File: src/hdl/bcdrtc_pkg.sv
// bcdrtc_pkg: constants, register map, time type and bcd helpers of the bcd calendar clock.
// assumes one 10 MHz clock; every user includes nothing and writes bcdrtc_pkg::name.
package bcdrtc_pkg;

  // timing
  localparam int unsigned CLK_PERIOD_NS  = 100;
  localparam int unsigned TICK_PERIOD_MS = 10;
  localparam int unsigned TICK_CYCLES    = TICK_PERIOD_MS * 1000000 / CLK_PERIOD_NS;

  // register byte offsets
  localparam logic [7:0] OFF_FIELD0    = 8'h00;
  localparam logic [7:0] OFF_FIELD3    = 8'h0c;
  localparam logic [7:0] OFF_CMD       = 8'h10;
  localparam logic [7:0] OFF_STATE     = 8'h14;
  localparam logic [7:0] OFF_IRQ_STAT  = 8'h18;
  localparam logic [7:0] OFF_IRQ_MASK  = 8'h1c;
  localparam logic [7:0] OFF_FLAGB0    = 8'h20;
  localparam logic [7:0] OFF_FLAGB7    = 8'h3c;

  // command and state bits
  localparam int unsigned CMD_SET_BIT   = 0;
  localparam int unsigned CMD_READ_BIT  = 1;
  localparam int unsigned ST_SET_BIT    = 0;
  localparam int unsigned ST_FMT24_BIT  = 1;
  localparam int unsigned ST_ERR_LSB    = 8;

  // interrupt status bits
  localparam int unsigned IRQ_W         = 3;
  localparam int unsigned IRQ_DONE_BIT  = 0;
  localparam int unsigned IRQ_ERR_BIT   = 1;
  localparam int unsigned IRQ_SEC_BIT   = 2;
  localparam logic [IRQ_W-1:0] IRQ_MASK_RST = 3'h0;

  // field word bit positions
  localparam int unsigned FMT24_BIT = 15;
  localparam int unsigned PM_BIT    = 14;

  // set error codes, zero means accepted
  localparam logic [7:0] ERR_NONE  = 8'h00;
  localparam logic [7:0] ERR_YEAR  = 8'h01;
  localparam logic [7:0] ERR_MONTH = 8'h02;
  localparam logic [7:0] ERR_DAY   = 8'h03;
  localparam logic [7:0] ERR_WDAY  = 8'h04;
  localparam logic [7:0] ERR_HOUR  = 8'h05;
  localparam logic [7:0] ERR_MIN   = 8'h06;
  localparam logic [7:0] ERR_SEC   = 8'h07;
  localparam logic [7:0] ERR_HUND  = 8'h08;
  localparam logic [7:0] ERR_LOWB  = 8'h09;

  // field ranges, binary
  localparam logic [6:0] MAX_HUND = 7'h63;
  localparam logic [5:0] MAX_MS   = 6'h3b;
  localparam logic [4:0] MAX_HOUR = 5'h17;
  localparam logic [2:0] MAX_WDAY = 3'h6;
  localparam logic [3:0] MAX_MON  = 4'hc;
  localparam logic [6:0] MAX_YEAR = 7'h63;

  // running time, binary, 24-hour
  typedef struct packed {
    logic [6:0] year;
    logic [3:0] mon;
    logic [4:0] day;
    logic [2:0] wday;
    logic [4:0] hour;
    logic [5:0] min;
    logic [5:0] sec;
    logic [6:0] hund;
  } bcdrtc_time_t;

  localparam bcdrtc_time_t TIME_RST = '{year: 7'h00, mon: 4'h1, day: 5'h01, wday: 3'h0,
                                        hour: 5'h00, min: 6'h00, sec: 6'h00, hund: 7'h00};

  function automatic logic bcd_ok(input logic [7:0] b);
    return (b[7:4] <= 4'h9) && (b[3:0] <= 4'h9);
  endfunction

  function automatic logic [6:0] bcd2bin(input logic [7:0] b);
    return 7'({3'h0, b[7:4]} * 7'h0a + {3'h0, b[3:0]});
  endfunction

  function automatic logic [7:0] bin2bcd(input logic [6:0] v);
    logic [6:0] t;
    t = v / 7'h0a;
    return {t[3:0], 4'(v - t * 7'h0a)};
  endfunction

  // year 00 is taken as leap, as in the 2000-2099 span
  function automatic logic [4:0] month_days(input logic [3:0] mon, input logic [6:0] year);
    unique case (mon)
      4'h2:                      month_days = (year[1:0] == 2'h0) ? 5'h1d : 5'h1c;
      4'h4, 4'h6, 4'h9, 4'hb:    month_days = 5'h1e;
      default:                   month_days = 5'h1f;
    endcase
  endfunction

endpackage

File: src/hdl/bcdrtc_top.sv
// bcdrtc_top: bcd calendar clock with four-word exchange field behind an ahb-lite slave.
// assumes a single ahb master, one 10 MHz clock; por_i is the cold (battery loss) reset.
// Function
// - reads give 10 ms resolution; sets take whole seconds only.
// - date advance uses true month lengths, February 29 in leap years.
// - set checks day, month, year form a real date including leap years.
// - hour word bit 15 selects 24-hour; bit 14 is am/pm, zero in 24-hour.
// - am covers midnight to noon, pm covers noon to midnight.
// - every exchanged time and date field is bcd coded.
// - fields stay in their documented ranges, weekday Monday 0 to Sunday 6.
// - exchange field is four consecutive 16-bit words, for set and read.
// - set layout: seconds, format/hours/minutes, day/weekday, year/month.
// - read layout equals set layout with hundredths in word 1 low byte.
// - once set, time survives supply loss and warm restart.
// - set copies field into clock; read copies clock into field.
// - flag byte view: word n high byte x+n-1, low byte x+4+n-1.
// - set with nonzero hundredths byte is rejected.
// - set with nonzero word 3 bits 3 to 0 is rejected.
// - rejected set flags error and keeps running time unchanged.
//
// Our own choices: the placing of the registers and the AHB-Lite interface to the registers.
`timescale 1ns/1ps
module bcdrtc_top #(
  parameter int unsigned TICK_CYCLES = bcdrtc_pkg::TICK_CYCLES
) (
  // clock and resets
  input  wire logic        clk_i,
  input  wire logic        sys_rst_i,
  input  wire logic        por_i,
  // ahb-lite slave
  input  wire logic        hsel_i,
  input  wire logic [31:0] haddr_i,
  input  wire logic [1:0]  htrans_i,
  input  wire logic        hwrite_i,
  input  wire logic [2:0]  hsize_i,
  input  wire logic        hready_i,
  input  wire logic [31:0] hwdata_i,
  output logic      [31:0] hrdata_o,
  output logic             hreadyout_o,
  output logic             hresp_o,
  // interrupt
  output logic             irq_o
);
  generate
    if (TICK_CYCLES < 2 || TICK_CYCLES > 32'h00ffffff) begin : g_bad_tick
      $error("bcdrtc_top: TICK_CYCLES out of range");
    end
  endgenerate

  // bus state
  logic        wr_pend,   next_wr_pend;
  logic [7:0]  wr_addr,   next_wr_addr;
  logic [31:0] rdata,     next_rdata;
  logic        ready,     next_ready;
  // exchange field and control
  logic [15:0] fld [4];
  logic [15:0] next_fld [4];
  logic        cmd_set,   next_cmd_set;
  logic        cmd_rd,    next_cmd_rd;
  logic [7:0]  err_code,  next_err_code;
  logic [bcdrtc_pkg::IRQ_W-1:0] irq_stat, next_irq_stat;
  logic [bcdrtc_pkg::IRQ_W-1:0] irq_mask, next_irq_mask;
  logic        irq,       next_irq;
  // running clock, kept through warm restart
  bcdrtc_pkg::bcdrtc_time_t tm, next_tm;
  logic        set_once,  next_set_once;
  logic        fmt24,     next_fmt24;
  logic [23:0] tick_cnt,  next_tick_cnt;

  bcdrtc_pkg::bcdrtc_time_t chk_tm, adv_tm;
  logic        chk_fmt24;
  logic [7:0]  chk_err;
  logic        addr_ok;
  logic        tick;
  logic        wr_now;
  logic [31:0] rd_mux;
  logic [15:0] rd_word [4];
  logic [4:0]  h12;
  logic [7:0]  hour_bcd;
  logic [7:0]  h12_bcd;
  localparam int unsigned IRQ_W_L = bcdrtc_pkg::IRQ_W;
  logic [IRQ_W_L-1:0] ev;

  bcdrtc_chk u_chk (
    .w0_i    (fld[0]),
    .w1_i    (fld[1]),
    .w2_i    (fld[2]),
    .w3_i    (fld[3]),
    .tm_o    (chk_tm),
    .fmt24_o (chk_fmt24),
    .err_o   (chk_err)
  );

  bcdrtc_adv u_adv (
    .cur_i (tm),
    .nxt_o (adv_tm)
  );

  // read image of the running clock in the set layout plus hundredths
  always_comb begin
    h12 = (tm.hour == 5'h00) ? 5'h0c : (tm.hour > 5'h0c) ? 5'(tm.hour - 5'h0c) : tm.hour;
    hour_bcd   = bcdrtc_pkg::bin2bcd({2'h0, tm.hour});
    h12_bcd    = bcdrtc_pkg::bin2bcd({2'h0, h12});
    rd_word[0] = {bcdrtc_pkg::bin2bcd({1'h0, tm.sec}), bcdrtc_pkg::bin2bcd(tm.hund)};
    if (fmt24) begin
      rd_word[1] = {2'h2, hour_bcd[5:0],
                    bcdrtc_pkg::bin2bcd({1'h0, tm.min})};
    end else begin
      rd_word[1] = {1'h0, (tm.hour >= 5'h0c), h12_bcd[5:0],
                    bcdrtc_pkg::bin2bcd({1'h0, tm.min})};
    end
    rd_word[2] = {bcdrtc_pkg::bin2bcd({2'h0, tm.day}), 1'h0, tm.wday, 4'h0};
    rd_word[3] = {bcdrtc_pkg::bin2bcd(tm.year), bcdrtc_pkg::bin2bcd({3'h0, tm.mon})};
  end

  // ahb address decode, register read mux
  always_comb begin
    addr_ok = (haddr_i[31:8] == 24'h000000) && (haddr_i[1:0] == 2'h0) &&
              (haddr_i[7:0] <= bcdrtc_pkg::OFF_FLAGB7);
    rd_mux  = 32'h00000000;
    if (haddr_i[7:0] <= bcdrtc_pkg::OFF_FIELD3) begin
      rd_mux = {16'h0000, fld[haddr_i[3:2]]};
    end else if (haddr_i[7:0] >= bcdrtc_pkg::OFF_FLAGB0) begin
      // byte k: words 0..3 high bytes, then words 0..3 low bytes
      rd_mux = haddr_i[4] ? {24'h000000, fld[haddr_i[3:2]][7:0]}
                          : {24'h000000, fld[haddr_i[3:2]][15:8]};
    end else if (haddr_i[7:0] == bcdrtc_pkg::OFF_STATE) begin
      rd_mux[bcdrtc_pkg::ST_SET_BIT]                   = set_once;
      rd_mux[bcdrtc_pkg::ST_FMT24_BIT]                 = fmt24;
      rd_mux[bcdrtc_pkg::ST_ERR_LSB +: 8]              = err_code;
    end else if (haddr_i[7:0] == bcdrtc_pkg::OFF_IRQ_STAT) begin
      rd_mux[IRQ_W_L-1:0] = irq_stat;
    end else if (haddr_i[7:0] == bcdrtc_pkg::OFF_IRQ_MASK) begin
      rd_mux[IRQ_W_L-1:0] = irq_mask;
    end
  end

  // bus pipeline: zero wait states, data registered at the address phase
  always_comb begin
    next_wr_pend = 1'b0;
    next_wr_addr = wr_addr;
    next_rdata   = rdata;
    next_ready   = 1'b1;
    if (hsel_i && htrans_i[1] && hready_i) begin
      next_wr_pend = hwrite_i && addr_ok;
      next_wr_addr = haddr_i[7:0];
      next_rdata   = (!hwrite_i && addr_ok) ? rd_mux : 32'h00000000;
    end
  end

  always_ff @(posedge clk_i) begin
    if (sys_rst_i) begin
      wr_pend <= 1'b0;
      wr_addr <= 8'h00;
      rdata   <= 32'h00000000;
      ready   <= 1'b0;
    end else begin
      wr_pend <= next_wr_pend;
      wr_addr <= next_wr_addr;
      rdata   <= next_rdata;
      ready   <= next_ready;
    end
  end

  // field, commands, status and interrupt
  always_comb begin
    wr_now        = wr_pend;
    next_fld      = fld;
    next_cmd_set  = 1'b0;
    next_cmd_rd   = 1'b0;
    next_err_code = err_code;
    next_irq_mask = irq_mask;
    ev            = '0;
    if (cmd_set) begin
      next_err_code = chk_err;
      ev[bcdrtc_pkg::IRQ_DONE_BIT] = (chk_err == bcdrtc_pkg::ERR_NONE);
      ev[bcdrtc_pkg::IRQ_ERR_BIT]  = (chk_err != bcdrtc_pkg::ERR_NONE);
    end else if (cmd_rd) begin
      next_fld = rd_word;
      ev[bcdrtc_pkg::IRQ_DONE_BIT] = 1'b1;
    end
    ev[bcdrtc_pkg::IRQ_SEC_BIT] = tick && set_once && (tm.hund == bcdrtc_pkg::MAX_HUND);
    next_irq_stat = irq_stat | ev;
    // a later bus write to the field wins over a read snapshot taken in the same cycle
    if (wr_now) begin
      if (wr_addr <= bcdrtc_pkg::OFF_FIELD3) begin
        next_fld[wr_addr[3:2]] = hwdata_i[15:0];
      end else if (wr_addr >= bcdrtc_pkg::OFF_FLAGB0) begin
        if (wr_addr[4]) begin
          next_fld[wr_addr[3:2]][7:0]  = hwdata_i[7:0];
        end else begin
          next_fld[wr_addr[3:2]][15:8] = hwdata_i[7:0];
        end
      end else if (wr_addr == bcdrtc_pkg::OFF_CMD) begin
        next_cmd_set = hwdata_i[bcdrtc_pkg::CMD_SET_BIT];
        next_cmd_rd  = hwdata_i[bcdrtc_pkg::CMD_READ_BIT];
      end else if (wr_addr == bcdrtc_pkg::OFF_IRQ_STAT) begin
        // write one to clear; a same-cycle event stays set
        next_irq_stat = (irq_stat & ~hwdata_i[IRQ_W_L-1:0]) | ev;
      end else if (wr_addr == bcdrtc_pkg::OFF_IRQ_MASK) begin
        next_irq_mask = hwdata_i[IRQ_W_L-1:0];
      end
    end
    next_irq = |(next_irq_stat & next_irq_mask);
  end

  always_ff @(posedge clk_i) begin
    if (sys_rst_i) begin
      fld      <= '{default: 16'h0000};
      cmd_set  <= 1'b0;
      cmd_rd   <= 1'b0;
      err_code <= bcdrtc_pkg::ERR_NONE;
      irq_stat <= '0;
      irq_mask <= bcdrtc_pkg::IRQ_MASK_RST;
      irq      <= 1'b0;
    end else begin
      fld      <= next_fld;
      cmd_set  <= next_cmd_set;
      cmd_rd   <= next_cmd_rd && !next_cmd_set;
      err_code <= next_err_code;
      irq_stat <= next_irq_stat;
      irq_mask <= next_irq_mask;
      irq      <= next_irq;
    end
  end

  // running clock; only the cold reset clears it, a warm restart leaves it running
  always_comb begin
    tick          = (tick_cnt == 24'(TICK_CYCLES - 1));
    next_tick_cnt = tick ? 24'h000000 : 24'(tick_cnt + 24'h000001);
    next_tm       = tm;
    next_set_once = set_once;
    next_fmt24    = fmt24;
    if (cmd_set && chk_err == bcdrtc_pkg::ERR_NONE) begin
      next_tm       = chk_tm;
      next_fmt24    = chk_fmt24;
      next_set_once = 1'b1;
      // restart the 10 ms phase so the set second starts whole
      next_tick_cnt = 24'h000000;
    end else if (tick && set_once) begin
      next_tm = adv_tm;
    end
  end

  always_ff @(posedge clk_i) begin
    if (por_i) begin
      tm       <= bcdrtc_pkg::TIME_RST;
      set_once <= 1'b0;
      fmt24    <= 1'b1;
      tick_cnt <= 24'h000000;
    end else begin
      tm       <= next_tm;
      set_once <= next_set_once;
      fmt24    <= next_fmt24;
      tick_cnt <= next_tick_cnt;
    end
  end

  assign hrdata_o    = rdata;
  assign hreadyout_o = ready;
  assign hresp_o     = 1'b0;
  assign irq_o       = irq;
endmodule // bcdrtc_top

File: src/hdl/bcdrtc_adv.sv
// bcdrtc_adv: next running time after one 10 ms step, pure combinational carry chain.
// assumes a valid binary time at its input.
`timescale 1ns/1ps
module bcdrtc_adv (
  // time in and out
  input  wire bcdrtc_pkg::bcdrtc_time_t cur_i,
  output bcdrtc_pkg::bcdrtc_time_t      nxt_o
);
  logic c_sec, c_min, c_hour, c_day, c_mon, c_year;

  always_comb begin
    nxt_o  = cur_i;
    c_sec  = (cur_i.hund == bcdrtc_pkg::MAX_HUND);
    c_min  = c_sec && (cur_i.sec == bcdrtc_pkg::MAX_MS);
    c_hour = c_min && (cur_i.min == bcdrtc_pkg::MAX_MS);
    c_day  = c_hour && (cur_i.hour == bcdrtc_pkg::MAX_HOUR);
    c_mon  = c_day && (cur_i.day == bcdrtc_pkg::month_days(cur_i.mon, cur_i.year));
    c_year = c_mon && (cur_i.mon == bcdrtc_pkg::MAX_MON);
    nxt_o.hund = c_sec ? 7'h00 : 7'(cur_i.hund + 7'h01);
    if (c_sec) begin
      nxt_o.sec = c_min ? 6'h00 : 6'(cur_i.sec + 6'h01);
    end
    if (c_min) begin
      nxt_o.min = c_hour ? 6'h00 : 6'(cur_i.min + 6'h01);
    end
    if (c_hour) begin
      nxt_o.hour = c_day ? 5'h00 : 5'(cur_i.hour + 5'h01);
    end
    if (c_day) begin
      nxt_o.wday = (cur_i.wday == bcdrtc_pkg::MAX_WDAY) ? 3'h0 : 3'(cur_i.wday + 3'h1);
      nxt_o.day  = c_mon ? 5'h01 : 5'(cur_i.day + 5'h01);
    end
    if (c_mon) begin
      nxt_o.mon = c_year ? 4'h1 : 4'(cur_i.mon + 4'h1);
    end
    if (c_year) begin
      nxt_o.year = (cur_i.year == bcdrtc_pkg::MAX_YEAR) ? 7'h00 : 7'(cur_i.year + 7'h01);
    end
  end
endmodule // bcdrtc_adv

File: src/hdl/bcdrtc_chk.sv
// bcdrtc_chk: checks the four set words and converts them to a binary 24-hour time.
// assumes the words are stable while the result is used.
`timescale 1ns/1ps
module bcdrtc_chk (
  // set words
  input  wire logic [15:0]              w0_i,
  input  wire logic [15:0]              w1_i,
  input  wire logic [15:0]              w2_i,
  input  wire logic [15:0]              w3_i,
  // result
  output bcdrtc_pkg::bcdrtc_time_t      tm_o,
  output logic                          fmt24_o,
  output logic [7:0]                    err_o
);
  logic [6:0] hb;
  logic       pm;
  logic       hour_ok;
  // full-width binary values, so an out-of-range byte is not hidden by truncation
  logic [6:0] mon_b;
  logic [6:0] day_b;
  logic [6:0] min_b;
  logic [6:0] sec_b;

  always_comb begin
    mon_b       = bcdrtc_pkg::bcd2bin(w3_i[7:0]);
    day_b       = bcdrtc_pkg::bcd2bin(w2_i[15:8]);
    min_b       = bcdrtc_pkg::bcd2bin(w1_i[7:0]);
    sec_b       = bcdrtc_pkg::bcd2bin(w0_i[15:8]);
    fmt24_o     = w1_i[bcdrtc_pkg::FMT24_BIT];
    pm          = w1_i[bcdrtc_pkg::PM_BIT];
    hb          = bcdrtc_pkg::bcd2bin({2'h0, w1_i[13:8]});
    tm_o.year   = bcdrtc_pkg::bcd2bin(w3_i[15:8]);
    tm_o.mon    = 4'(mon_b);
    tm_o.day    = 5'(day_b);
    tm_o.wday   = w2_i[6:4];
    tm_o.min    = 6'(min_b);
    tm_o.sec    = 6'(sec_b);
    tm_o.hund   = 7'h00;
    // 12 am is midnight, 12 pm is noon
    if (fmt24_o) begin
      tm_o.hour = 5'(hb);
      hour_ok   = !pm && (hb <= 7'(bcdrtc_pkg::MAX_HOUR));
    end else begin
      tm_o.hour = 5'((hb == 7'h0c) ? (pm ? 7'h0c : 7'h00) : (pm ? hb + 7'h0c : hb));
      hour_ok   = (hb >= 7'h01) && (hb <= 7'h0c);
    end
    // first failing field in documented priority order
    if (!bcdrtc_pkg::bcd_ok(w3_i[15:8])) begin
      err_o = bcdrtc_pkg::ERR_YEAR;
    end else if (!bcdrtc_pkg::bcd_ok(w3_i[7:0]) || mon_b == 7'h00
                 || mon_b > {3'h0, bcdrtc_pkg::MAX_MON}) begin
      err_o = bcdrtc_pkg::ERR_MONTH;
    end else if (!bcdrtc_pkg::bcd_ok(w2_i[15:8]) || day_b == 7'h00
                 || day_b > {2'h0, bcdrtc_pkg::month_days(tm_o.mon, tm_o.year)}) begin
      err_o = bcdrtc_pkg::ERR_DAY;
    end else if (w2_i[7] || tm_o.wday > bcdrtc_pkg::MAX_WDAY) begin
      err_o = bcdrtc_pkg::ERR_WDAY;
    end else if (!bcdrtc_pkg::bcd_ok({2'h0, w1_i[13:8]}) || !hour_ok) begin
      err_o = bcdrtc_pkg::ERR_HOUR;
    end else if (!bcdrtc_pkg::bcd_ok(w1_i[7:0]) || min_b > {1'h0, bcdrtc_pkg::MAX_MS}) begin
      err_o = bcdrtc_pkg::ERR_MIN;
    end else if (!bcdrtc_pkg::bcd_ok(w0_i[15:8]) || sec_b > {1'h0, bcdrtc_pkg::MAX_MS}) begin
      err_o = bcdrtc_pkg::ERR_SEC;
    end else if (w0_i[7:0] != 8'h00) begin
      err_o = bcdrtc_pkg::ERR_HUND;
    end else if (w2_i[3:0] != 4'h0) begin
      err_o = bcdrtc_pkg::ERR_LOWB;
    end else begin
      err_o = bcdrtc_pkg::ERR_NONE;
    end
  end
endmodule // bcdrtc_chk

File: config.mk
export PLATFORM = sky130hd
export DESIGN_NAME = bcdrtc_top
export DESIGN_NICKNAME = d
export VERILOG_FILES = /design/src/hdl/bcdrtc_pkg.sv /design/src/hdl/bcdrtc_top.sv /design/src/hdl/bcdrtc_adv.sv /design/src/hdl/bcdrtc_chk.sv
export SDC_FILE = /design/constraint.sdc
export NUM_CORES = 1
export LEC_CHECK = 0
export BUFFER_PORTS_ARGS = -buffer_cell sky130_fd_sc_hd__buf_2
export CAP_MARGIN = 15
export CORE_UTILIZATION = 40
export CTS_BUF_LIST = sky130_fd_sc_hd__clkbuf_8
export DETAILED_ROUTE_END_ITERATION = 16
export GPL_ROUTABILITY_DRIVEN = 0
export PLACE_DENSITY_LB_ADDON = 0.05
export SYNTH_ARGS = -nofsm -noshare
export SYNTH_HDL_FRONTEND = slang
export SYNTH_SLANG_ARGS = --single-unit
File: constraint.sdc
create_clock -name clk_i -period 5.76 [get_ports clk_i]
set_input_delay 1.152 -clock clk_i [delete_from_list [all_inputs] [get_ports clk_i]]
set_output_delay 1.152 -clock clk_i [all_outputs]
set_load 0.03 [all_outputs]
== Word level (Yosys, flattened, before mapping) ==
Cells that the tools add are included.
Cells by class
  magnitude comparators: 30
  multiplexer cells: 91
  add/sub/neg operators: 25
  reduce and logical (&&, ||, !) cells: 71
  multiply operators: 14
  bitwise logic cells: 8
  eq/ne operators: 26
  shift operators: 0
  div/mod/pow operators: 8
Operators by type and width (count)
  2-to-1 mux 64 bit: 6
  bitwise mux 64 bit: 3
  2-to-1 mux 8 bit: 13
  demux 16 bit (select 2 bit): 3
  2-to-1 mux 16 bit: 6
  2-to-1 mux 43 bit: 2
  multiplier 7 x 3 -> 3 bit (second input constant): 8
  2-to-1 mux 5 bit: 11
  equality test 8 x 5 -> 1 bit (second input constant): 6
  2-to-1 mux 3 bit: 15
  <= comparator 4 bit (second input constant): 11
  adder 7 x 4 -> 7 bit: 5
  binary-select mux 16 bit (select 2 bit): 1
  2-to-1 mux 32 bit: 1
  subtractor 4 bit: 8
  multiplier 4 x 3 -> 6 bit (second input constant): 5
  adder 24 x 1 -> 24 bit (second input constant): 1
  equality test 24 x 17 -> 1 bit (second input constant): 1
  logical AND 1 bit: 24
  zero test 24 bit: 1
  2-to-1 mux 6 bit: 4
  divider 5 x 4 -> 7 bit (second input constant): 3
  2-to-1 mux 7 bit: 3
  equality test 4 bit (second input constant): 5
  other kinds (57): 127
Word-level totals
  output and inout port bits: 35
  input port bits: 75
  flip-flop bits (word level): 192
  ROM bits: 0
  memories kept: 0
  word-level logic and storage cells: 298
  bits in writable memories: 0
  latch bits: 0

== Depth between registers and ports, before layout ==
  depth after elaboration: 22
  mapped depth: 24
  mapped depth without buffers: 23

== Hierarchy ==
Synthesis repeated with hierarchy kept, for this count alone.
Second synthesis, totals
  cell total of the unflattened synthesis: 1635
  area, all modules: 13289.0 µm²
By module, submodules not included
  bcdrtc_top: cells each 1218, instances 1, sequential area each 3523.4 µm², area each 10137.2 µm²
  bcdrtc_chk: cells each 226, instances 1, sequential area each 0.0 µm², area each 1831.8 µm²
  bcdrtc_adv: cells each 191, instances 1, sequential area each 0.0 µm², area each 1320.0 µm²

== Least setup slack after synthesis ==
No wires, ideal clock.
  path kind: reg2reg
  start: register tm[21] in the netlist's numbering
  end: register fld[43] in the netlist's numbering
  period minus slack after synthesis: 4.688 ns
  data required time: 5.628 ns
  arrival time: 4.556 ns
  stages on the path, launching flop included: 21
  path buffers: 1
  library setup time: 0.132 ns
  path slack: 1.072 ns
  cells stage by stage: dfxtp_1 -> clkbuf_1 -> inv_1 -> ha_1 -> and2_1 -> o32ai_1 -> ha_1 -> inv_1 -> ha_1 -> a41oi_1 -> ha_1 -> o21ai_0 -> a2111oi_0 -> a21boi_1 -> nor2_1 -> ha_1 -> fa_1 -> xor2_1 -> or3_1 -> a211oi_1 -> o32ai_1
On the way
  word-level cells in the longest chain between the ends: 14
  elaborated cells between the ends (all ways): 21
  classes of those cells: add/sub: 3; mul: 2; div: 2; order compare: 1; mux: 12; reduce/logical: 1
RTL lines
  from (decl): line bcdrtc_top.sv:65  | bcdrtc_pkg::bcdrtc_time_t tm, next_tm;
  from (signal assigned): line bcdrtc_top.sv:247  | tm <= bcdrtc_pkg::TIME_RST;
  from (signal assigned): line bcdrtc_top.sv:252  | tm <= next_tm;
  subtractor 5 x 4 -> 5 bit / > comparator 5 x 4 -> 1 bit (equally long branches): line bcdrtc_top.sv:101  | h12 = (tm.hour == 5'h00) ? 5'h0c : (tm.hour > 5'h0c) ? 5'(tm.hour - 5'h0c) : tm.hour;
  2-to-1 mux 5 bit (2 in series): line bcdrtc_top.sv:101
  divider 5 x 4 -> 7 bit: line bcdrtc_pkg.sv:83  | t = v / 7'h0a;
  multiplier 7 x 3 -> 3 bit: line bcdrtc_pkg.sv:84  | return {t[3:0], 4'(v - t * 7'h0a)};
  subtractor 4 bit: line bcdrtc_pkg.sv:84
  2-to-1 mux 16 bit *: line bcdrtc_top.sv:105  | if (fmt24) begin
  2-to-1 mux 64 bit *: line bcdrtc_top.sv:178  | end else if (cmd_rd) begin
  2-to-1 mux 64 bit *: line bcdrtc_top.sv:174  | if (cmd_set) begin
  bitwise mux 64 bit, on equally long branches: line bcdrtc_top.sv:192, bcdrtc_top.sv:190
  2-to-1 mux 64 bit: line bcdrtc_top.sv:189  | if (wr_addr[4]) begin
  2-to-1 mux 64 bit: line bcdrtc_top.sv:188  | end else if (wr_addr >= bcdrtc_pkg::OFF_FLAGB0) begin
  2-to-1 mux 64 bit: line bcdrtc_top.sv:186  | if (wr_addr <= bcdrtc_pkg::OFF_FIELD3) begin
  2-to-1 mux 64 bit *: line bcdrtc_top.sv:185  | if (wr_now) begin
  to (signal assigned): line bcdrtc_top.sv:217  | fld <= next_fld;
  to (decl): line bcdrtc_top.sv:56  | logic [15:0] fld [4];
Mark *: on every way between the ends. The rest lies on a longest branch, timed or not.
A chain may end at the register's enable or synchronous reset.

== Worst setup path after layout ==
  start: register tm[20] in the netlist's numbering
  end: register fld[43] in the netlist's numbering
The elaborated chain is that of the path after synthesis.

==> impl_metrics.json <==
{
  "clk_pin_slew_ps": 100,
  "core_area_um2": 30700,
  "num_io_pins": 110,
  "fin_nets": 1773,
  "endpoint_kind": "register",
  "area_growth_pct": 8.30,
  "yosysUniqueCellTypes": 88,
  "r2r_slack_ps": 780,
  "max_freq_ghz": 0.201,
  "grt_max_degree": 54,
  "grt_pass1_vias": 10800,
  "period_share": 0.865,
  "worstPathRequired_ps": 6120,
  "dieArea_um2": 32000,
  "maxSlewHeadroom": 0.239,
  "avgViaCountPerCell": 5.88,
  "period_minus_slack_ps": 4980,
  "cts_resized": 0,
  "grt.total_usage": 0.269,
  "synth_most_common_cell": "dfxtp_1",
  "ir_worst_vdd_mv": 0.136,
  "core.rowCount": 64,
  "synth_top_area_cell": "dfxtp_1",
  "num_vias": 11800,
  "ys_top_cells_by_count": "172 x dfxtp_1, 168 x nand2_1, 158 x nor2_1, 127 x a21oi_1, 89 x ha_1",
  "tightest_slew_ps": 1140,
  "hpwl_mm": 31.3,
  "start_kind": "register",
  "rsz0062_at_grt": "false",
  "die_h_um": 179,
  "fin_skew_ps": 21.4,
  "numClockSinks": 172,
  "port_buffers": 72,
  "dieWidth_um": 179,
  "min_path_type": "register to register",
  "cts.hold.buffers_added": 0,
  "antenna_cells": 0,
  "async_flop_share": 0,
  "drc_errors": 0,
  "drive_gt1_frac": 0.103,
  "power-per-cell-area_nw_per_um2": 177,
  "syn_avg_cell_area_um2": 7.96,
  "cts_buffer_depth": 2,
  "finalHoldViolations": 0,
  "critPathMaxFanout": 10,
  "synth_cells": 1575,
  "grt_pass1_wl_mm": 64.4,
  "wire_per_inst_um": 21.1,
  "status": "finished, final reports clean",
  "power_mw": 2.40,
  "netlist.area_leader.share": 0.275,
  "synthTopCellsByArea": "dfxtp_1 27%, ha_1 8.9%, a21oi_1 5.1%",
  "ys_ff_latch": 172,
  "drt_iter0_markers": 967,
  "initial_core_util": 0.409,
  "post_cts_buffers": 0,
  "cts_tree": "built",
  "p_leak_nw": 5.18,
  "maxCapViolations": 0,
  "clock_latency_ps": 500,
  "synth_warnings": 0,
  "ys.flop_type": "dfxtp_1",
  "cts_buffers": 17,
  "finalSetupTns_ps": 0,
  "gr-total-overflow": 0,
  "arrival_ps": 5340,
  "routed_wl_mm": 42.3,
  "drt.antenna.violating_nets": 0,
  "htree_levels": 4,
  "crit_type": "register to register",
  "antenna_found_initial": 0,
  "setup_viol": 0,
  "synth.cell_area_um2": 12500,
  "clockRootBuffer": "clkbuf_8",
  "synth_edf_count": 0,
  "slew_violations": 0,
  "seq_area_frac_synth": 0.275,
  "dr.pass1.iters": 5
}
[cells in the final DEF (no fill, tap or decap), types with 8 or more instances in the layout]
cell type    n
a211oi_1    32
a21o_1       9
a21oi_1    127
a22o_1      16
a22oi_1     25
a311oi_1    18
a31oi_1     12
and2_1      12
and3_1      21
and4_1       8
buf_2       72
buf_4       17
clkbuf_8    18
conb_1      17
dfxtp_1    172
fa_1        18
ha_1        89
inv_1       69
mux2i_1     16
mux4_2      16
nand2_1    168
nand2b_1    15
nand3_1     64
nand4_1     14
nor2_1     158
nor2b_1     20
nor3_1      45
nor3b_1     12
nor4_1      21
o211a_1      9
o211ai_1    15
o21ai_0     57
o22ai_1     11
or3_1        9
xnor2_1     37
xor2_1      28
[critical path: stages (launching register included)]
cell       delay (ps)
dfxtp_1           510
inv_1             150
ha_1              260
and2_1            200
a21oi_1           120
nor2_1             50
or2_2             340
inv_1             110
ha_1              150
inv_1              40
ha_1              180
a41oi_1           310
ha_1              190
o21ai_0            80
a2111oi_0         370
a21boi_1          350
nor2_1             80
ha_1              200
fa_1              370
xor2_1            180
or3_1             310
a211oi_1          200
o32ai_1           120
[area by class of cell]
cell class | instances | area (µm²)
Tap cell | 396 | 495
Multi-Input combinational cell | 1241 | 8420
Fill cell | 3132 | 17100
Inverter | 70 | 263
Clock inverter | 14 | 218
Timing Repair Buffer | 89 | 488
Clock buffer | 18 | 248
Sequential cell | 172 | 3440
[worst paths after layout]
check                            endpoint                     from  cells after the start
setup / recovery       fld[43]$_SDFF_PP0_      tm[20]$_SDFFE_PP0P_                     22
hold / removal    wr_addr[0]$_SDFFE_PP0P_  wr_addr[0]$_SDFFE_PP0P_                      2
setup reg to reg       fld[43]$_SDFF_PP0_      tm[20]$_SDFFE_PP0P_                     22
hold reg to reg   wr_addr[0]$_SDFFE_PP0P_  wr_addr[0]$_SDFFE_PP0P_                      2
[logic make-up after synthesis]
kind of cell	count (synthesis)	synth area share
simple gates	613	0.242
compound gates	398	0.211
buf+inv	178	0.0597
flops	172	0.275
fa+ha+maj	109	0.119
xor+xnor	66	0.0467
mux	38	0.0469
other cells	1	0.000299
[state kept, by name, indices dropped and copies added, names as in the netlist, 3 cells and up]
name	cells
irq_stat	3
tm	40
irq_mask	3
hrdata_o	16
fld	64
wr_addr	8
tick_cnt	24
rd_word	3
err_code	4
[metrics by stage]
step                      instance area [µm²]  setup slack [ps]  hold WS (ps)  utilization  cells
after global placement                  13100               840           434        0.427   1968
after global routing                    13600               298           482        0.443   2000
final                                   13600               776           462        0.443   2000
after CTS                               13600               778           464        0.443   2000
after floorplan                         12600              1070           418            -   1591
after detailed placement                13100               804           439        0.427   1968
[report_power, final]
group	switching [mW]	internal, mW
logic	0.119	0.0493
clock network	0.501	0.528
registers	0.00911	1.19
total	0.630	1.77
[metal layers]
| metal | vias up | part of all wire | global-route usage |
|---|---|---|---|
| met1 | 5596 | 0.45 | 0.360 |
| met4 | 0 | 0.032 | 0.105 |
| li1 | 5712 | - | - |
| met2 | 388 | 0.44 | 0.417 |
| met5 | - | 0 | 0 |
| met3 | 57 | 0.074 | 0.0594 |
Power figures use the tool's default switching activity.
